[src/led_intrusion_pkg.sv]
package led_intrusion_pkg;
    // ----------------------------------------------------------------
    // register map (byte addresses are four times the index)
    // ----------------------------------------------------------------
    localparam logic [7:0] pin_cfg_index = 8'h2B;
    localparam logic [7:0] blink_cfg_index = 8'h2C;
    // ----------------------------------------------------------------
    // field positions
    // ----------------------------------------------------------------
    localparam int thermistor_sel_bit = 6;
    localparam int intrusion_level_bit = 5;
    localparam int intrusion_status_bit = 4;
    localparam int led_mode_hi_bit = 3;
    localparam int led_mode_lo_bit = 2;
    localparam int infrared_one_sel_bit = 1;
    localparam int infrared_two_sel_bit = 0;
    localparam int two_led_bit = 7;
    localparam int power_led_keep_bit = 6;
    localparam int second_blink_lo_bit = 3;
    localparam int first_blink_lo_bit = 0;
    // ----------------------------------------------------------------
    // encodings and reset values
    // ----------------------------------------------------------------
    typedef enum logic [1:0] {
        led_software = 2'b00,
        led_hardware_one = 2'b01,
        led_hardware_two = 2'b10,
        led_reserved = 2'b11
    } led_mode_type;
    localparam logic [2:0] blink_off = 3'h0;
    localparam logic [2:0] blink_marked = 3'h3;
    localparam logic [7:0] blink_cfg_reset = 8'h00;
    localparam logic thermistor_sel_reset = 1'b0;
    localparam logic intrusion_status_reset = 1'b1;
    localparam logic infrared_sel_reset = 1'b0;
    localparam logic two_led_power_up = 1'b0;
    localparam logic power_led_keep_off = 1'b0;
endpackage : led_intrusion_pkg

[src/led_intrusion_pin_config.sv]
// Our own choice: the Wishbone interface to the registers.
`timescale 1ns/1ps
module led_intrusion_pin_config (
    // clock and reset
    input wire logic clk_i,
    input wire logic rst_i,
    // power events (pulses from power logic, same clock)
    input wire logic main_power_up_i,
    input wire logic standby_power_up_i,
    input wire logic main_power_off_i,
    input wire logic supply_control_straps_disable_i,
    // wishbone slave
    input wire logic cyc_i,
    input wire logic stb_i,
    input wire logic we_i,
    input wire logic [9:0] adr_i,
    input wire logic [3:0] sel_i,
    input wire logic [31:0] dat_i,
    output logic [31:0] dat_o,
    output logic ack_o,
    output logic err_o,
    // pins
    input wire logic chassis_intrusion_input_i,
    // configuration outputs
    output logic thermistor_select_o,
    output logic [1:0] led_mode_o,
    output logic infrared_receive_one_select_o,
    output logic infrared_receive_two_select_zero_select_o,
    output logic two_led_o,
    output logic power_led_keep_o,
    output logic [2:0] second_led_blink_o,
    output logic [2:0] first_led_blink_o,
    output logic intrusion_status_o
);
    // ----------------------------------------------------------------
    // pin synchroniser and edge detect
    // ----------------------------------------------------------------
    logic intr_meta;
    logic intr_sync;
    logic intr_prev;
    always_ff @(posedge clk_i) begin
        intr_meta <= chassis_intrusion_input_i;
        intr_sync <= intr_meta;
        intr_prev <= intr_sync;
    end
    // active transition taken as rising edge; limitation: polarity fixed
    wire intrusion_edge = intr_sync & ~intr_prev;

    // ----------------------------------------------------------------
    // helpers
    // ----------------------------------------------------------------
    function automatic logic index_match(input logic [7:0] index, input logic [7:0] target);
        index_match = (index == target);
    endfunction : index_match

    function automatic logic [2:0] blink_field(input logic [7:0] cfg, input int lo);
        blink_field = cfg[lo +: 3];
    endfunction : blink_field

    // ----------------------------------------------------------------
    // bus decode
    // ----------------------------------------------------------------
    wire req = cyc_i & stb_i & ~ack_o & ~err_o;
    wire word_ok = (adr_i[1:0] == 2'h0);
    wire [7:0] word_index = adr_i[9:2];
    wire hit_pin = word_ok & index_match(word_index, led_intrusion_pkg::pin_cfg_index);
    wire hit_blink = word_ok & index_match(word_index, led_intrusion_pkg::blink_cfg_index);
    wire hit_any = hit_pin | hit_blink;

    // only the low byte lane carries register data; other lanes are ignored
    wire lane_ok = sel_i[0];
    wire wr_pin = req & we_i & lane_ok & hit_pin;
    wire wr_blink = req & we_i & lane_ok & hit_blink;

    // main power-up owns the blink register for that cycle, a write then is dropped
    wire blink_write = wr_blink & ~main_power_up_i;

    // ----------------------------------------------------------------
    // power-up defaults
    // ----------------------------------------------------------------
    wire led_mode_default = supply_control_straps_disable_i;
    wire [1:0] power_up_mode = led_mode_default ? led_intrusion_pkg::led_hardware_one
                                                : led_intrusion_pkg::led_software;

    // these fields are reinitialised; on main power-up two_led is also cleared and the intrusion flag set, the rest is battery-backed
    wire reinit = rst_i | main_power_up_i;

    // ----------------------------------------------------------------
    // register state: no power-loss clear except the keep bit on main power-off, it models battery-backed storage
    // ----------------------------------------------------------------
    logic therm_sel;
    logic intr_status;
    logic [1:0] led_mode;
    logic ir1_sel;
    logic ir2_sel;
    logic two_led;
    logic power_led_keep;
    logic [2:0] second_blink;
    logic [2:0] first_blink;

    wire hw1 = (led_mode == led_intrusion_pkg::led_hardware_one);
    wire hw2 = (led_mode == led_intrusion_pkg::led_hardware_two);
    wire load_marked = hw1 & (standby_power_up_i | main_power_off_i);

    // ----------------------------------------------------------------
    // next values
    // ----------------------------------------------------------------
    wire next_therm_sel = wr_pin ?
        dat_i[led_intrusion_pkg::thermistor_sel_bit] :
        therm_sel;
    wire [1:0] next_led_mode = wr_pin ?
        dat_i[led_intrusion_pkg::led_mode_hi_bit:led_intrusion_pkg::led_mode_lo_bit] :
        led_mode;
    wire next_ir1_sel = wr_pin ?
        dat_i[led_intrusion_pkg::infrared_one_sel_bit] :
        ir1_sel;
    wire next_ir2_sel = wr_pin ?
        dat_i[led_intrusion_pkg::infrared_two_sel_bit] :
        ir2_sel;

    wire intr_clear = wr_pin & ~dat_i[led_intrusion_pkg::intrusion_status_bit];
    // set wins over a software clear in the same cycle
    wire next_intr_status = (main_power_up_i | intrusion_edge) ? 1'b1 :
        intr_clear ? 1'b0 :
        intr_status;

    wire next_two_led = blink_write ?
        dat_i[led_intrusion_pkg::two_led_bit] :
        two_led;
    // a power-off in the same cycle as a write still clears the keep bit
    wire next_power_led_keep = main_power_off_i ? led_intrusion_pkg::power_led_keep_off :
        blink_write ? dat_i[led_intrusion_pkg::power_led_keep_bit] :
        power_led_keep;
    wire [2:0] next_second_blink = blink_write ?
        blink_field(dat_i[7:0], led_intrusion_pkg::second_blink_lo_bit) :
        second_blink;
    // the marked rate beats a write that lands in the same cycle
    wire [2:0] next_first_blink = load_marked ? led_intrusion_pkg::blink_marked :
        blink_write ? blink_field(dat_i[7:0], led_intrusion_pkg::first_blink_lo_bit) :
        first_blink;

    // ----------------------------------------------------------------
    // pin and mode register fields
    // ----------------------------------------------------------------
    always_ff @(posedge clk_i) begin
        if (reinit) begin
            therm_sel <= led_intrusion_pkg::thermistor_sel_reset;
        end else begin
            therm_sel <= next_therm_sel;
        end
    end

    always_ff @(posedge clk_i) begin
        if (reinit) begin
            led_mode <= power_up_mode;
        end else begin
            led_mode <= next_led_mode;
        end
    end

    always_ff @(posedge clk_i) begin
        if (reinit) begin
            ir1_sel <= led_intrusion_pkg::infrared_sel_reset;
        end else begin
            ir1_sel <= next_ir1_sel;
        end
    end

    always_ff @(posedge clk_i) begin
        if (reinit) begin
            ir2_sel <= led_intrusion_pkg::infrared_sel_reset;
        end else begin
            ir2_sel <= next_ir2_sel;
        end
    end

    // ----------------------------------------------------------------
    // intrusion flag
    // ----------------------------------------------------------------
    always_ff @(posedge clk_i) begin
        if (rst_i) begin
            intr_status <= led_intrusion_pkg::intrusion_status_reset;
        end else begin
            intr_status <= next_intr_status;
        end
    end

    // ----------------------------------------------------------------
    // blink register fields
    // ----------------------------------------------------------------
    always_ff @(posedge clk_i) begin
        if (rst_i) begin
            two_led <= led_intrusion_pkg::blink_cfg_reset[led_intrusion_pkg::two_led_bit];
        end else if (main_power_up_i) begin
            two_led <= led_intrusion_pkg::two_led_power_up;
        end else begin
            two_led <= next_two_led;
        end
    end

    always_ff @(posedge clk_i) begin
        if (rst_i) begin
            power_led_keep <=
                led_intrusion_pkg::blink_cfg_reset[led_intrusion_pkg::power_led_keep_bit];
        end else begin
            power_led_keep <= next_power_led_keep;
        end
    end

    always_ff @(posedge clk_i) begin
        if (rst_i) begin
            second_blink <= blink_field(led_intrusion_pkg::blink_cfg_reset,
                                        led_intrusion_pkg::second_blink_lo_bit);
        end else begin
            second_blink <= next_second_blink;
        end
    end

    always_ff @(posedge clk_i) begin
        if (rst_i) begin
            first_blink <= blink_field(led_intrusion_pkg::blink_cfg_reset,
                                       led_intrusion_pkg::first_blink_lo_bit);
        end else begin
            first_blink <= next_first_blink;
        end
    end

    // ----------------------------------------------------------------
    // read data and answer
    // ----------------------------------------------------------------
    wire [7:0] blink_cfg = {two_led, power_led_keep, second_blink, first_blink};
    wire [7:0] pin_read = {1'b0, therm_sel, intr_sync, intr_status, led_mode,
                           ir1_sel, ir2_sel};
    wire [7:0] read_mux = hit_pin ? pin_read : (hit_blink ? blink_cfg : 8'h00);

    // every mapped access is answered one cycle after it is taken
    wire next_ack = req & hit_any;
    wire next_err = req & ~hit_any;
    // reads have no side effects, so the data path may follow every cycle
    wire [31:0] next_dat = {24'h00_0000, read_mux};

    always_ff @(posedge clk_i) begin
        if (rst_i) begin
            ack_o <= 1'b0;
        end else begin
            ack_o <= next_ack;
        end
    end

    always_ff @(posedge clk_i) begin
        if (rst_i) begin
            err_o <= 1'b0;
        end else begin
            err_o <= next_err;
        end
    end

    always_ff @(posedge clk_i) begin
        if (rst_i) begin
            dat_o <= 32'h0000_0000;
        end else begin
            dat_o <= next_dat;
        end
    end

    // ----------------------------------------------------------------
    // outputs
    // ----------------------------------------------------------------
    assign thermistor_select_o = therm_sel;
    assign led_mode_o = led_mode;
    assign infrared_receive_one_select_o = ir1_sel;
    assign infrared_receive_two_select_zero_select_o = ir2_sel;
    assign two_led_o = two_led;

    // only meaningful in hardware mode 2
    assign power_led_keep_o = power_led_keep & hw2;

    assign second_led_blink_o = second_blink;
    assign first_led_blink_o = first_blink;
    assign intrusion_status_o = intr_status;
endmodule : led_intrusion_pin_config

[config.mk]
export PLATFORM = sky130hd
export DESIGN_NAME = led_intrusion_pin_config
export DESIGN_NICKNAME = d
export VERILOG_FILES = /design/src/led_intrusion_pkg.sv /design/src/led_intrusion_pin_config.sv
export SDC_FILE = /design/constraint.sdc
export NUM_CORES = 1
export LEC_CHECK = 0
export ABC_AREA = 1
export BUFFER_PORTS_ARGS = -buffer_cell sky130_fd_sc_hd__buf_2
export CAP_MARGIN = 20
export CORE_MARGIN = 2
export CORE_UTILIZATION = 30
export DETAILED_ROUTE_END_ITERATION = 10
export PLACE_DENSITY = 0.67
export SETUP_SLACK_MARGIN = 0.02
export SLEW_MARGIN = 30
export SYNTH_ARGS = -nofsm -noshare
export SYNTH_HDL_FRONTEND = slang
export SYNTH_SLANG_ARGS = --single-unit
[constraint.sdc]
create_clock -name clk_i -period 1.4 [get_ports clk_i]
set_input_delay 0.14 -clock clk_i [delete_from_list [all_inputs] [get_ports clk_i]]
set_output_delay 0.14 -clock clk_i [all_outputs]
set_load 0.02 [all_outputs]
After elaboration in Yosys (flattened, before gate mapping)
Index checks and enable logic that the tools add are counted.
{"block": "classes", "bitwise_logic": 27, "n_reduce_logical": 8, "n_eq_ne": 4, "muxes": 7}
{"operator": "$and 1x1->1", "n": 16}
{"operator": "$eq 8x6->1 const B", "n": 2}
{"operator": "$mux 8", "n": 2}
{"operator": "$mux 2", "n": 4}
{"operator": "$reduce_or 2->1", "n": 4}
{"operator": "$not 1->1", "n": 7}
{"operator": "$or 1x1->1", "n": 4}
{"operator": "$reduce_bool 2->1", "n": 2}
{"operator": "$reduce_or 3->1", "n": 1}
{"operator": "$eq 2x1->1 const B", "n": 1}
{"operator": "$eq 2x2->1 const B", "n": 1}
{"operator": "$logic_not 2->1", "n": 1}
{"operator": "$mux 1", "n": 1}
{"block": "totals", "input_bits": 56, "ff_bits": 51, "elab_cells": 64}

Logic depth before layout (Yosys ltp)
{"block": "depth", "depth_word": 9, "ltp_mapped": 9, "ltp_nobuf": 9}

Worst setup path after synthesis
No wires, ideal clock.
{"block": "synth_timing", "kind": "flip-flop to flip-flop", "from": "register ack_o", "to": "register led_mode[0] (netlist: led_mode_o[0]) (enable)", "required_time_ns": 1.103, "setup_slack_ns": 0.154, "setup_time_ns": 0.297, "path_buffers": 0, "period_less_slack_ns": 1.246, "t_arrival_ns": 0.950, "path_stages_with_launch": 6, "cell_sequence": "dfxtp_1 nor2_2 nand3_2 inv_1 nand3_1 nand2_1"}
{"block": "synth_via", "elab_chain_cells": 7}
{"element": "from (decl)", "line": "led_intrusion_pin_config.sv:20", "source": "output logic ack_o,"}
{"element": "from (signal assigned)", "line": "led_intrusion_pin_config.sv:246", "source": "ack_o <= next_ack;"}
{"element": "$not 1->1", "line": "led_intrusion_pin_config.sv:63", "source": "wire req = cyc_i & stb_i & ~ack_o & ~err_o;"}
{"element": "$and 1x1->1 (2 in series)", "line": "led_intrusion_pin_config.sv:63"}
{"element": "$and 1x1->1 (3 in series)", "line": "led_intrusion_pin_config.sv:72", "source": "wire wr_pin = req & we_i & lane_ok & hit_pin;"}
{"element": "$reduce_bool 2->1 (no source line)"}
{"element": "to (signal assigned)", "line": "led_intrusion_pin_config.sv:155", "source": "led_mode <= power_up_mode;"}
{"element": "to (signal assigned)", "line": "led_intrusion_pin_config.sv:157", "source": "led_mode <= next_led_mode;"}
{"element": "to (decl)", "line": "led_intrusion_pin_config.sv:93", "source": "logic [1:0] led_mode;"}
Every way passes these cells.
A chain may end at the register's enable or synchronous reset.

Worst setup path after layout
Same ends and word-level chain as after synthesis.

==> out/summary.md <==
### Status
* **status** finished clean

### STA
* **post-route minimum period** 1.35 ns
* **number of slew-limit violations in the final report** 0
* **Final period util** 96.1%
* **Final Skew** 0.00189 ns
* **setup repair after global routing missed its margin** true
* **number of hold-slack violations in the final timing report** 0
* **setup_tns** 0 ns
* **f_max** 743 MHz
* **number of setup violations in the final report** 0

### Detailed routing
* **drt via density** 4.18
* **average detailed-routed wire length per instance** 10.4 microns
* **Detailed Route WL** 2870 microns
* **DRT Pass-1 Iters** 4
* **remaining antenna violation count after routing** 0
* **via count** 1159
* **First DRT Iteration DRCs** 47
* **# DRC** 0

### Job
* **# Max-Cap Violations** 0

### Cells and area
* **number of standard cells in the layout, taps in and fillers out** 277
* **layout overhead on the synthesized area** 21.5%
* **ratio of cells with drive above 1 in the final layout** 32.4%
* **count of nets after finishing** 282
* **Antenna diodes** 0

### Floorplan
* **IO Pins** 104
* **starting density of the core** 30.9%
* **floorplan core area** 4350 sq um
* **row count** 24
* **area of the die** 5040 sq um
* **Vert. Die Dim** 71.0 microns
* **overall die width** 71.0 microns

### Hold path
* **classification of the worst-slack hold path** in -> reg

### Global route
* **Overflow after GRT** 0
* **most used routing layer** met2
* **grt met3 use** 1.85%
* **largest net degree at the start of global routing** 16
* **GR Layer Usage met2** 19.2%
* **number of antenna violations at the first check in global routing** 0
* **vias in the first global route** 1006
* **global routing met1 resource utilization** 14.6%
* **global-route wire length before repair** 4490 microns
* **overall global routing resource usage** 11.3%

### Clock tree
* **TritonCTS Sinks** 27
* **Post-CTS Setup Repair Bufs** 0
* **clock input transition at the sequential cells of the worst setup and hold paths** 0.09 ns
* **number of buffers inserted during clock tree synthesis** 3
* **cell at the root of the clock tree** sky130_fd_sc_hd__clkbuf_8
* **maximum clock path buffer count** 2
* **TritonCTS clock tree** built
* **latest clock arrival within the worst-skew pair** 0.27 ns
* **H-tree lvl count** 1

### Worst setup path
* **WS Path Type** reg -> reg
* **critical-path maximum fanout** 5
* **sort of element at the end of the critical path** flip-flop
* **CP Data Arrival Time** 1.34 ns
* **kind of start point of the critical path** flip-flop
* **Worst EP required** 1.39 ns

### Logic synthesis
* **number of synthesized flops with an enable pin** 2
* **top flip-flop cell by instance count after synthesis** sky130_fd_sc_hd__dfxtp_1
* **post-synthesis share of cell area spent on and, or, nand and nor gates** 32.3%
* **xor/xnor share of the synthesized area** 0%
* **top cells by area in the synthesized netlist** sky130_fd_sc_hd__dfxtp_1 37%, sky130_fd_sc_hd__buf_4 13%, sky130_fd_sc_hd__nand3_1 7.1%, sky130_fd_sc_hd__nor2_1 6.4%, sky130_fd_sc_hd__nand2_1 5.6%
* **top-count cell post-synth** sky130_fd_sc_hd__dfxtp_1
* **Compound-Gate Fraction of Synth Area** 6.04%
* **mapped cell area** 1350 sq um
* **arithmetic-cell share of the synthesized area counting full adders, half adders and majority gates** 0%
* **flops & latches, synth** 27
* **share of synthesized registers carrying an async set or reset** 0%
* **sequential element share of the synthesized area** 41.6%
* **main combinational cell family by area after synthesis** simple AND/OR/NAND/NOR gates
* **Cells after Synth** 168
* **leading area contributor after synthesis** sky130_fd_sc_hd__dfxtp_1
* **area share of the largest cell type after synthesis** 37.1%
* **mux cell area share after synthesis** 0%
* **number of different library cells in the post-synthesis netlist** 26
* **count of synthesis-stage warnings from yosys** 0
* **average instance area after synthesis** 8.02 sq um
* **Post-synth top cells** 25 x sky130_fd_sc_hd__dfxtp_1, 24 x sky130_fd_sc_hd__buf_4, 23 x sky130_fd_sc_hd__nor2_1

### Power
* **leakage power** 0.917 nW
* **maximum ir drop on the vdd rail** 0.320 mV
* **part of the total power dissipated in sequential elements** 55.3%
* **net switching share of the total power** 27.5%
* **Pint** 1.06 mW
* **Comb pwr share** 14.6%
* **Clk network pwr share** 30.1%
* **power per cell area** 891 nW/um^2
* **power spent charging and discharging nets** 402 uW

### Placement
* **GPL Wtd Cong** 0.785
* **number of port buffers** 52
* **number of instances in the placed design** 272
* **DP HPWL** 2280 microns

==> per-layer routing <==
metal	wire [microns]	share of wire (%)
met3	169	5.9
met2	1350	47
met1	1330	46
met4	25	0.87
met5	0	0
==> critical path, stage by stage (launching register included) <==
cell	delay, ns
sky130_fd_sc_hd__dfxtp_1	0.32
sky130_fd_sc_hd__nor2_2	0.14
sky130_fd_sc_hd__nand3_2	0.16
sky130_fd_sc_hd__inv_1	0.09
sky130_fd_sc_hd__nand3_1	0.19
sky130_fd_sc_hd__nand2_1	0.16
==> cells by family (layout without fill, tap and decap cells) <==
| group | after synthesis | in the layout |
|---|---|---|
| AOI/OAI and AO/OA | 15 | 15 |
| buffers and inverters | 43 | 77 |
| DFF | 27 | 27 |
| other | 1 | 24 |
| and+or+nand+nor | 82 | 82 |
==> cell usage in the layout, fill, tap and decap left out, drive strengths merged <==
cell type / netlist / routed
o211ai: 1 / 1
nor3: 6 / 6
nand2: 22 / 22
inv: 17 / 17
a21oi: 8 / 8
buf: 26 / 55
nand3: 22 / 22
edfxtp: 2 / 2
nand4: 1 / 1
conb: 1 / 24
dlygate4sd3: 0 / 1
dfxtp: 25 / 25
o21ai: 6 / 6
clkinv: 0 / 1
nor2: 30 / 30
and3: 1 / 1
clkbuf: 0 / 3
==> flip-flops by register name, summed over array words and instances (netlist names) <==
signal	cells
ack_o	1
dat_o	8
err_o	1
first_led_blink_o	3
infrared_receive_one_select_o	1
infrared_receive_two_select_zero_select_o	1
intr_meta	1
intr_prev	1
intr_sync	1
intrusion_status_o	1
led_mode_o	2
power_led_keep	1
second_led_blink_o	3
thermistor_select_o	1
two_led_o	1
==> what timing repair did <==
item	in CTS	in global routing
resized for setup	0	1
setup endpoints to repair	0	1
hold endpoints to repair	1	0
hold buffers	1	0
==> through the flow <==
stage          setup WS (ns)  power, mW  util (%)  hold WS (ns)  instance area, sq um
3_3_place_gp          0.0826       1.03      36.3         0.246                  1580
4_1_cts               0.0583       1.47      37.6         0.114                  1640
5_1_grt               0.0123       1.52      37.6         0.119                  1640
3_5_place_dp          0.0697       1.04      36.3         0.244                  1580
2_1_floorplan          0.154       1.01         -         0.168                  1430
6_report              0.0539       1.46      37.6        0.0946                  1640
==> power groups by stage <==
| stage | clock network (mW) | registers (mW) | logic [mW] |
|---|---|---|---|
| 6_report | 0.439 | 0.808 | 0.213 |
| 4_1_cts | 0.449 | 0.808 | 0.212 |
| 3_5_place_dp | 0 | 0.826 | 0.210 |
| 2_1_floorplan | 0 | 0.840 | 0.166 |
| 5_1_grt | 0.477 | 0.811 | 0.232 |
| 3_3_place_gp | 0 | 0.826 | 0.209 |
==> cell type report <==
| class | count | area (sq um) |
|---|---|---|
| Timing Repair Buffer | 56 | 293 |
| Clock buffer | 3 | 41.3 |
| Clock inverter | 1 | 5.00 |
| Tap cell | 52 | 65.1 |
| Inverter | 17 | 66.3 |
| Fill cell | 452 | 2720 |
| Multi-Input combinational cell | 121 | 607 |
| Sequential cell | 27 | 561 |
==> path summary, 6_finish.rpt <==
check                         start                               to  slack [ns]  depth (start not counted)
setup reg to reg   ack_o$_SDFF_PP0_          led_mode_o[0]$_DFFE_PP_        0.05                          5
hold / removal             dat_i[4]  intrusion_status_o$_SDFFE_PP1P_        0.09                          3
hold reg to reg   intr_meta$_DFF_P_                intr_sync$_DFF_P_        0.34                          0
setup / recovery   ack_o$_SDFF_PP0_          led_mode_o[0]$_DFFE_PP_        0.05                          5
No activity file was read; power rests on OpenSTA's default activity.
